**config.mk**
```make
export PLATFORM = sky130hd
export DESIGN_NAME = sbs_core
export DESIGN_NICKNAME = d
export VERILOG_FILES = /design/src/pkg/sbs_pkg.sv /design/src/pkg/sbs_stream_if.sv /design/src/sbs_core.sv /design/src/sbs_fifo.sv
export SDC_FILE = /design/constraint.sdc
export NUM_CORES = 1
export LEC_CHECK = 0
export BUFFER_PORTS_ARGS = -buffer_cell sky130_fd_sc_hd__buf_4
export CELL_PAD_IN_SITES_DETAIL_PLACEMENT = 1
export CELL_PAD_IN_SITES_GLOBAL_PLACEMENT = 2
export CORE_MARGIN = 2
export CORE_UTILIZATION = 48
export CTS_CLUSTER_SIZE = 24
export DETAILED_ROUTE_END_ITERATION = 16
export PLACE_DENSITY_LB_ADDON = 0.1
export SLEW_MARGIN = 20
export SYNTH_ARGS = -nofsm -noshare
export SYNTH_HDL_FRONTEND = slang
export SYNTH_SLANG_ARGS = --single-unit
```
**constraint.sdc**
```tcl
create_clock -name sys_clk -period 5 [get_ports sys_clk]
set_input_delay 0.25 -clock sys_clk [delete_from_list [all_inputs] [get_ports sys_clk]]
set_output_delay 0.25 -clock sys_clk [all_outputs]
set_load 0.01 [all_outputs]
```
**src/pkg/sbs_pkg.sv**
```systemverilog
package sbs_pkg;

    // ------------------------------------------------------------
    // Widths and depths
    // ------------------------------------------------------------
    localparam int DATA_W     = 8;
    localparam int FIFO_DEPTH = 16;
    localparam int SEL_W      = 3;
    localparam int HALF_W     = 11;
    localparam int BIT_W      = 3;

    // ------------------------------------------------------------
    // Counts and reset values
    // ------------------------------------------------------------
    localparam logic [BIT_W-1:0]  LAST_BIT    = 3'h7;
    localparam logic [HALF_W-1:0] HALF_ONE    = 11'h001;
    localparam logic [HALF_W-1:0] HALF_RST    = 11'h000;
    localparam logic [BIT_W-1:0]  BIT_RST     = 3'h0;
    localparam logic [DATA_W-1:0] SHIFT_RST   = 8'h00;
    localparam logic              SS_IDLE_LVL = 1'b1;
    localparam logic              SCLK_IDLE   = 1'b0;

    // ------------------------------------------------------------
    // Transfer engine states
    // ------------------------------------------------------------
    typedef enum logic [1:0] {
        SBS_IDLE,
        SBS_MASTER,
        SBS_SLAVE
    } sbs_state_e;

endpackage : sbs_pkg

```
**src/pkg/sbs_stream_if.sv**
```systemverilog
interface sbs_stream_if #(
    parameter int W = 8
);
    logic [W-1:0] data;
    logic         valid;
    logic         ready;

    modport src (output data, output valid, input ready);
    modport snk (input data, input valid, output ready);
endinterface : sbs_stream_if

```
**src/sbs_core.sv**
```systemverilog
// How it works
// - Both fields zero: divide clock by two
// - Each select step doubles the divisor
// - Preselect multiplies divisor by value plus one
// - Divider runs only as master mid-transfer
// - Auto select low in transfer, high idle
// - Auto select needs master, enable, fault enable
// - No mode faults while auto select active
// - Single pin bit selects bidirectional mode
// - Bidirectional: master uses MOSI, slave MISO
// - Bidirectional: other data pin left unused
module sbs_core (
    input  wire logic                        sys_clk,
    input  wire logic                        rst,
    input  wire logic                        spi_enable,
    input  wire logic                        master_role_bit,
    input  wire logic                        single_pin_mode_bit,
    input  wire logic                        shared_pin_out_enable,
    input  wire logic                        select_output_enable,
    input  wire logic                        fault_detect_enable,
    input  wire logic [sbs_pkg::SEL_W-1:0]   rate_select_field,
    input  wire logic [sbs_pkg::SEL_W-1:0]   rate_preselect_field,
    input  wire logic                        mode_fault_clear,
    input  wire logic [sbs_pkg::DATA_W-1:0]  tx_data,
    input  wire logic                        tx_valid,
    output      logic                        tx_ready,
    output      logic [sbs_pkg::DATA_W-1:0]  rx_data,
    output      logic                        rx_valid,
    output      logic                        busy,
    output      logic                        mode_fault,
    output      logic                        sclk_o,
    output      logic                        sclk_oe,
    input  wire logic                        sclk_i,
    output      logic                        mosi_o,
    output      logic                        mosi_oe,
    input  wire logic                        mosi_i,
    output      logic                        miso_o,
    output      logic                        miso_oe,
    input  wire logic                        miso_i,
    output      logic                        ss_n_o,
    output      logic                        ss_n_oe,
    input  wire logic                        ss_n_i
);

    // ------------------------------------------------------------
    // Transmit buffer
    // ------------------------------------------------------------
    sbs_stream_if #(.W(sbs_pkg::DATA_W)) wr_if ();
    sbs_stream_if #(.W(sbs_pkg::DATA_W)) rd_if ();

    assign wr_if.data  = tx_data;
    assign wr_if.valid = tx_valid;
    assign tx_ready    = wr_if.ready;

    sbs_fifo #(
        .W     (sbs_pkg::DATA_W),
        .DEPTH (sbs_pkg::FIFO_DEPTH)
    ) u_fifo (
        .sys_clk (sys_clk),
        .rst     (rst),
        .wr      (wr_if.snk),
        .rd      (rd_if.src)
    );

    // ------------------------------------------------------------
    // Pin synchronisers
    // ------------------------------------------------------------
    // Pins are asynchronous; only the second stage is ever read
    logic [3:0] pin_meta_reg;
    logic [3:0] pin_sync_reg;
    logic       sclk_prev_reg;
    logic       ss_prev_reg;
    logic       sclk_s;
    logic       mosi_s;
    logic       miso_s;
    logic       ss_s;

    always_ff @(posedge sys_clk or posedge rst) begin
        if (rst) begin
            pin_meta_reg  <= {sbs_pkg::SS_IDLE_LVL, 2'b00, sbs_pkg::SCLK_IDLE};
            pin_sync_reg  <= {sbs_pkg::SS_IDLE_LVL, 2'b00, sbs_pkg::SCLK_IDLE};
            sclk_prev_reg <= sbs_pkg::SCLK_IDLE;
            ss_prev_reg   <= sbs_pkg::SS_IDLE_LVL;
        end else begin
            pin_meta_reg  <= {ss_n_i, miso_i, mosi_i, sclk_i};
            pin_sync_reg  <= pin_meta_reg;
            sclk_prev_reg <= pin_sync_reg[0];
            ss_prev_reg   <= pin_sync_reg[3];
        end
    end

    assign sclk_s = pin_sync_reg[0];
    assign mosi_s = pin_sync_reg[1];
    assign miso_s = pin_sync_reg[2];
    assign ss_s   = pin_sync_reg[3];

    // ------------------------------------------------------------
    // Mode decode
    // ------------------------------------------------------------
    logic auto_select;
    logic data_in;
    logic slave_rise;
    logic slave_fall;
    logic slave_start;

    assign auto_select = spi_enable && master_role_bit
                         && select_output_enable && fault_detect_enable;

    always_comb begin
        if (master_role_bit) begin
            data_in = single_pin_mode_bit ? mosi_s : miso_s;
        end else begin
            data_in = single_pin_mode_bit ? miso_s : mosi_s;
        end
    end

    assign slave_rise  = sclk_s && !sclk_prev_reg;
    assign slave_fall  = !sclk_s && sclk_prev_reg;
    assign slave_start = !ss_s && ss_prev_reg;

    // ------------------------------------------------------------
    // Baud rate divider
    // ------------------------------------------------------------
    // Half period is (pre+1) << sel, so a full period is twice that
    sbs_pkg::sbs_state_e        state_reg;
    logic [sbs_pkg::HALF_W-1:0] half_len;
    logic [sbs_pkg::HALF_W-1:0] div_cnt_reg;
    logic                       div_run;
    logic                       baud_tick;

    function automatic logic [sbs_pkg::HALF_W-1:0] HALF_W_ZERO_EXT(
        input logic [sbs_pkg::SEL_W-1:0] v
    );
        HALF_W_ZERO_EXT = {{(sbs_pkg::HALF_W-sbs_pkg::SEL_W){1'b0}}, v};
    endfunction : HALF_W_ZERO_EXT

    assign half_len = (HALF_W_ZERO_EXT(rate_preselect_field) + sbs_pkg::HALF_ONE)
                      << rate_select_field;
    assign div_run   = (state_reg == sbs_pkg::SBS_MASTER);
    assign baud_tick = div_run && (div_cnt_reg == half_len - sbs_pkg::HALF_ONE);

    // Held at zero when idle so the divider draws no switching power
    always_ff @(posedge sys_clk or posedge rst) begin
        if (rst) begin
            div_cnt_reg <= sbs_pkg::HALF_RST;
        end else if (!div_run || baud_tick) begin
            div_cnt_reg <= sbs_pkg::HALF_RST;
        end else begin
            div_cnt_reg <= div_cnt_reg + sbs_pkg::HALF_ONE;
        end
    end

    // ------------------------------------------------------------
    // Transfer engine
    // ------------------------------------------------------------
    logic                        master_load;
    logic                        slave_load;
    logic                        sample_now;
    logic                        shift_now;
    logic [sbs_pkg::BIT_W-1:0]   bit_cnt_reg;
    logic [sbs_pkg::DATA_W-1:0]  tx_shift_reg;
    logic [sbs_pkg::DATA_W-1:0]  rx_shift_reg;
    logic                        sclk_reg;

    assign master_load = (state_reg == sbs_pkg::SBS_IDLE) && spi_enable
                         && master_role_bit && rd_if.valid;
    assign slave_load  = spi_enable && !master_role_bit && rd_if.valid
                         && ((state_reg == sbs_pkg::SBS_IDLE && slave_start)
                         || (state_reg == sbs_pkg::SBS_SLAVE && slave_fall
                         && bit_cnt_reg == sbs_pkg::LAST_BIT));
    assign rd_if.ready = master_load || slave_load;

    assign sample_now = (state_reg == sbs_pkg::SBS_MASTER) ? (baud_tick && !sclk_reg)
                        : (state_reg == sbs_pkg::SBS_SLAVE && slave_rise);
    assign shift_now  = (state_reg == sbs_pkg::SBS_MASTER) ? (baud_tick && sclk_reg)
                        : (state_reg == sbs_pkg::SBS_SLAVE && slave_fall);

    always_ff @(posedge sys_clk or posedge rst) begin
        if (rst) begin
            state_reg <= sbs_pkg::SBS_IDLE;
        end else begin
            unique case (state_reg)
                sbs_pkg::SBS_IDLE: begin
                    if (master_load) begin
                        state_reg <= sbs_pkg::SBS_MASTER;
                    end else if (spi_enable && !master_role_bit && slave_start) begin
                        state_reg <= sbs_pkg::SBS_SLAVE;
                    end
                end
                sbs_pkg::SBS_MASTER: begin
                    if (!spi_enable || !master_role_bit) begin
                        state_reg <= sbs_pkg::SBS_IDLE;
                    end else if (shift_now && bit_cnt_reg == sbs_pkg::LAST_BIT) begin
                        state_reg <= sbs_pkg::SBS_IDLE;
                    end
                end
                sbs_pkg::SBS_SLAVE: begin
                    if (ss_s || !spi_enable || master_role_bit) begin
                        state_reg <= sbs_pkg::SBS_IDLE;
                    end
                end
            endcase
        end
    end

    // Mode 0, MSB first: sample on the rising edge, shift on falling
    always_ff @(posedge sys_clk or posedge rst) begin
        if (rst) begin
            tx_shift_reg <= sbs_pkg::SHIFT_RST;
            rx_shift_reg <= sbs_pkg::SHIFT_RST;
            bit_cnt_reg  <= sbs_pkg::BIT_RST;
            sclk_reg     <= sbs_pkg::SCLK_IDLE;
        end else begin
            if (rd_if.ready) begin
                tx_shift_reg <= rd_if.data;
            end else if (shift_now) begin
                tx_shift_reg <= {tx_shift_reg[sbs_pkg::DATA_W-2:0], 1'b0};
            end
            if (sample_now) begin
                rx_shift_reg <= {rx_shift_reg[sbs_pkg::DATA_W-2:0], data_in};
            end
            if (state_reg == sbs_pkg::SBS_IDLE) begin
                bit_cnt_reg <= sbs_pkg::BIT_RST;
            end else if (shift_now) begin
                bit_cnt_reg <= bit_cnt_reg + 3'h1;
            end
            if (state_reg != sbs_pkg::SBS_MASTER) begin
                sclk_reg <= sbs_pkg::SCLK_IDLE;
            end else if (baud_tick) begin
                sclk_reg <= !sclk_reg;
            end
        end
    end

    // ------------------------------------------------------------
    // Received byte and status
    // ------------------------------------------------------------
    always_ff @(posedge sys_clk or posedge rst) begin
        if (rst) begin
            rx_data  <= sbs_pkg::SHIFT_RST;
            rx_valid <= 1'b0;
        end else begin
            rx_valid <= sample_now && (bit_cnt_reg == sbs_pkg::LAST_BIT);
            if (sample_now && bit_cnt_reg == sbs_pkg::LAST_BIT) begin
                rx_data <= {rx_shift_reg[sbs_pkg::DATA_W-2:0], data_in};
            end
        end
    end

    // Sticky; a fault in the clearing cycle still lands
    always_ff @(posedge sys_clk or posedge rst) begin
        if (rst) begin
            mode_fault <= 1'b0;
        end else if (spi_enable && master_role_bit && fault_detect_enable
                     && !select_output_enable && !ss_s) begin
            mode_fault <= 1'b1;
        end else if (mode_fault_clear) begin
            mode_fault <= 1'b0;
        end
    end

    always_ff @(posedge sys_clk or posedge rst) begin
        if (rst) begin
            busy <= 1'b0;
        end else begin
            busy <= (state_reg != sbs_pkg::SBS_IDLE);
        end
    end

    // ------------------------------------------------------------
    // Pin drivers
    // ------------------------------------------------------------
    // Enables lag the control bits by one cycle so all come from flops
    always_ff @(posedge sys_clk or posedge rst) begin
        if (rst) begin
            sclk_oe <= 1'b0;
            mosi_oe <= 1'b0;
            miso_oe <= 1'b0;
            ss_n_oe <= 1'b0;
            ss_n_o  <= sbs_pkg::SS_IDLE_LVL;
        end else begin
            sclk_oe <= spi_enable && master_role_bit;
            mosi_oe <= spi_enable && master_role_bit
                       && (!single_pin_mode_bit || shared_pin_out_enable);
            miso_oe <= spi_enable && !master_role_bit && !ss_s
                       && (!single_pin_mode_bit || shared_pin_out_enable);
            ss_n_oe <= auto_select;
            ss_n_o  <= !(auto_select && state_reg == sbs_pkg::SBS_MASTER);
        end
    end

    assign sclk_o = sclk_reg;
    assign mosi_o = tx_shift_reg[sbs_pkg::DATA_W-1];
    assign miso_o = tx_shift_reg[sbs_pkg::DATA_W-1];

endmodule : sbs_core

```
**src/sbs_fifo.sv**
```systemverilog
module sbs_fifo #(
    parameter int W     = 8,
    parameter int DEPTH = 16
) (
    input  wire logic   sys_clk,
    input  wire logic   rst,
    sbs_stream_if.snk   wr,
    sbs_stream_if.src   rd
);

    localparam int AW = $clog2(DEPTH);

    logic [W-1:0]  mem [DEPTH];
    logic [AW-1:0] wr_ptr_reg;
    logic [AW-1:0] rd_ptr_reg;
    logic [AW:0]   count_reg;
    logic [AW:0]   count_next;
    logic          push;
    logic          pop;

    // ------------------------------------------------------------
    // Handshakes
    // ------------------------------------------------------------
    // Ready and valid come from flops so both sides see clean levels
    assign push = wr.valid && wr.ready;
    assign pop  = rd.valid && rd.ready;

    always_comb begin
        count_next = count_reg;
        if (push && !pop) begin
            count_next = count_reg + (AW+1)'(1);
        end else if (pop && !push) begin
            count_next = count_reg - (AW+1)'(1);
        end
    end

    always_ff @(posedge sys_clk or posedge rst) begin
        if (rst) begin
            count_reg <= '0;
            wr.ready  <= 1'b1;
            rd.valid  <= 1'b0;
        end else begin
            count_reg <= count_next;
            wr.ready  <= (count_next != (AW+1)'(DEPTH));
            rd.valid  <= (count_next != '0);
        end
    end

    // ------------------------------------------------------------
    // Storage
    // ------------------------------------------------------------
    always_ff @(posedge sys_clk or posedge rst) begin
        if (rst) begin
            wr_ptr_reg <= '0;
            rd_ptr_reg <= '0;
        end else begin
            if (push) begin
                wr_ptr_reg <= wr_ptr_reg + AW'(1);
            end
            if (pop) begin
                rd_ptr_reg <= rd_ptr_reg + AW'(1);
            end
        end
    end

    always_ff @(posedge sys_clk) begin
        if (push) begin
            mem[wr_ptr_reg] <= wr.data;
        end
    end

    assign rd.data = mem[rd_ptr_reg];

endmodule : sbs_fifo

```
==> key figures <==
Run status
  • Status: finished clean

Global routing
  • GRT Residual Overflow: 0
  • Busiest metal layer after global routing: met2
  • Global-route wire length before repair: ~31,000 µm
  • Vias in the first global route: ~5,700
  • Met1 GRT Util: 0.271
  • Pin count of the biggest net entering global routing: 74
  • Grt met3 use: 0.0277
  • Met2 Usage GRT: 0.344
  • Initial antenna violation count: 0
  • Gr usage total: 0.200

Clock tree
  • Cts repair resizes: 0
  • Cts bufs inserted: 22
  • CTS tree: yes
  • CTS Buffer Depth: 3
  • Worst skew pair latency: about 520 ps
  • H-tree depth: 1
  • Clk sinks: roughly 200
  • Worst-path clk slew: roughly 60 ps
  • Clock Tree Root: clkbuf_16

Worst setup path
  • Crit path DAT: between 3000 and 4000 ps
  • Startpoint Class: input port
  • Crit end category: register
  • CP required: approximately 5400 ps
  • WS Path Type: input port to register
  • Worst Path Max Fanout: 19

Timing
  • Tcrit/Tclk final: 0.694
  • Setup TNS: 0 ps
  • Final Hold Vio Count: 0
  • Fin worst setup slack: about 1500 ps
  • RSZ-0062 raised after global routing: no
  • Final min period: 3470 ps
  • Clock Skew: approximately 23 ps
  • Slew HR: 0.396
  • Fin. max-slew vios: 0
  • Achievable Freq: 288 MHz
  • Final Setup Violations: 0
  • Worst slew pin tran: a little over 900 ps

Drt
  • Wire per inst: ~21 µm
  • TritonRoute pass-1 iters: 4
  • DR vias/cell: ~5.8
  • DRC Markers: 0
  • WL final: around 19,000 µm
  • Antenna Nets Post-Route: 0
  • 1st-iter DRT viols: 300
  • Via Count: 5,227

Place
  • # port buffers: 47
  • RePlAce Congestion: approximately 0.79
  • DP Wirelength: ~13,000 µm
  • Dpl cells: ~860
  • DP Worst Slack: 1060 ps

Cells and area
  • Storage element area: 5680 µm²
  • Fill cells: about 1,700
  • Diodes inserted: 0
  • Fin nets: between 700 and 800
  • P&R area growth vs syn: 14.2%
  • Layout cells sized above 1: 0.247
  • Area of the multi-input gates: approximately 3200 µm²
  • Final instance count without filler cells: about 900
  • Max FFs per register: approximately 130

Die
  • CORE AREA: ~19,000 µm²
  • Die Area: around 20,000 µm²
  • Row count: 50
  • Chip Width: between 100 and 150 µm
  • Boundary pin count: 48
  • Starting Density: 0.488
  • Die Y: 142 µm

Power and ir drop
  • PwrDens: between 400 and 500 nW/µm²
  • Clock power share: 0.308
  • P_int: 3600 µW
  • Total power: between 5000 and 6000 µW
  • Psw: about 1500 µW
  • Flop pwr share: 0.451
  • LEAKAGE: just under 0.004 µW
  • Combinational Power Share: 0.242
  • Sw Ratio: 0.293
  • Worst vdd ir: between 300 and 400 µV

Yosys
  • YS warnings: 0
  • Count of cell types in the netlist: 76
  • Post-synthesis async set-or-reset flop share: 0.363
  • Seq cells post-synth: 201
  • Top cells by area, synth: edfxtp_1 42%, dfrtp_1 19%, mux4_2 9.9%
  • Mapped cell area: ~9100 µm²
  • Seq/Total Area, Yosys: 0.624
  • EDFF count, synth: ~130
  • Synth area leader: edfxtp_1
  • Synth Instances: 606
  • Syn avg cell area: about 15 µm²
  • Top FF cell, synth: edfxtp_1
  • Post-synth top area share: 0.422
  • Syn Nets: roughly 650

Flow run
  • Max_cap viols: 0

Worst hold path
  • Worst hold path type: input port to async pin
## through the flow
step                 util  instance area, µm²  hold slack [ps]
CTS                 0.558               10400             15.8
detailed placement  0.515                9610              339
global placement    0.515                9610              333
floorplan               -                9100              254
global route        0.558               10400             27.4
finish              0.558               10400             32.2
## metal layers
layer | wire (µm) | vias to the layer above
li1 | - | 2418
met3 | 568 | 35
met4 | 463 | 0
met1 | 8480 | 2682
met5 | 0 | -
met2 | 9850 | 92
## worst paths after layout
kind | from | to | slack [ps] | cells after the start
min in group sys_clk | spi_enable | miso_oe | 30 | 3
max in group asynchronous | rst | u_fifo.rd_ptr_reg[0] | 4330 | 3
worst min-delay path | rst | u_fifo.count_reg[1] | 30 | 3
worst max-delay path | rate_preselect_field[0] | tx_shift_reg[4] | 1530 | 14
worst min register to register | pin_meta_reg[2] | pin_sync_reg[2] | 350 | 0
worst max register to register | bit_cnt_reg[0] | u_fifo.rd.valid | 1750 | 11
## synthesized netlist by cell type (2+ instances only)
| cell | count |
|---|---|
| ha_1 | 15 |
| nor2b_1 | 10 |
| nand2_1 | 28 |
| nand3_1 | 24 |
| o21ai_0 | 10 |
| a21o_1 | 3 |
| o22ai_1 | 4 |
| nor4bb_1 | 2 |
| clkbuf_1 | 11 |
| a21oi_1 | 15 |
| buf_4 | 3 |
| mux2i_1 | 11 |
| mux2_2 | 10 |
| edfxtp_1 | 128 |
| nand2b_1 | 4 |
| buf_2 | 6 |
| o311ai_1 | 2 |
| mux4_2 | 40 |
| inv_1 | 16 |
| dfrtp_1 | 68 |
| buf_1 | 5 |
| or2_2 | 2 |
| dfstp_2 | 5 |
| mux2_4 | 8 |
| nor3_1 | 12 |
| o31ai_1 | 4 |
| and2_1 | 12 |
| nor4_1 | 3 |
| a31oi_1 | 6 |
| nand4_1 | 7 |
| o211ai_1 | 3 |
| inv_2 | 2 |
| and4_1 | 2 |
| nand3b_1 | 2 |
| and3_1 | 14 |
| xnor2_2 | 2 |
| o2111ai_1 | 3 |
| xor2_1 | 17 |
| o21ai_1 | 3 |
| xnor2_1 | 16 |
| buf_6 | 2 |
| nor2_1 | 32 |
## cells by family after synthesis
kind of cell    synth area share
compound gates            0.0580
xor+xnor                  0.0371
fa+ha+maj                 0.0206
buf+inv                   0.0245
flops                      0.624
mux                        0.138
simple gates              0.0982
## critical path: stages
cell	delay, ps
buf_4	170
ha_1	440
nor2b_1	220
o21ai_0	210
ha_1	250
o21ai_0	140
or3_1	370
nor4b_1	350
mux2i_1	110
a32oi_1	260
o2111a_2	290
a31o_2	400
mux2i_1	250
a21oi_1	90
## placed cells by master, fill, tap and decap left out, types with 3 or more instances in the layout
cell type and n:
a21o_1 3, a21oi_1 15, a31oi_1 6, and2_1 12
and3_1 14, buf_4 49, clkbuf_1 4, clkbuf_16 22
clkbuf_8 4, clkinv_2 5, dfrtp_1 66, dfstp_2 5
dlygate4sd3_1 7, edfxtp_1 128, ha_1 15, inv_1 15
inv_2 3, mux2_2 10, mux2_4 8, mux2i_1 11
mux4_2 40, nand2_1 28, nand2b_1 4, nand3_1 24
nand4_1 7, nor2_1 32, nor2b_1 10, nor3_1 12
nor4_1 3, o2111ai_1 3, o211ai_1 3, o21ai_0 10
o21ai_1 3, o22ai_1 4, o31ai_1 4, xnor2_1 16
xor2_1 17
## timing repair
item,4_1_cts,5_1_grt
hold endpoints to repair,6,0
hold buffers,7,0
setup buffers,0,0
## power groups by stage
stage	sequential (µW)	clock, µW	combinational [µW]
3_3_place_gp	2320	0	1200
5_1_grt	2340	1660	1360
3_5_place_dp	2340	0	1240
2_1_floorplan	2160	0	1030
4_1_cts	2300	1600	1260
6_report	2290	1570	1230
## area by class of cell
| type | instances | share of cell area |
|---|---|---|
| Clock inverter | 9 | 0.00939 |
| Sequential cell | 201 | 0.546 |
| Timing Repair Buffer | 56 | 0.0421 |
| Clock buffer | 30 | 0.0597 |
| Tap cell | 234 | 0.0282 |
| Multi-Input combinational cell | 359 | 0.308 |
| Inverter | 18 | 0.00650 |
No activity file was read; power rests on OpenSTA's default activity.
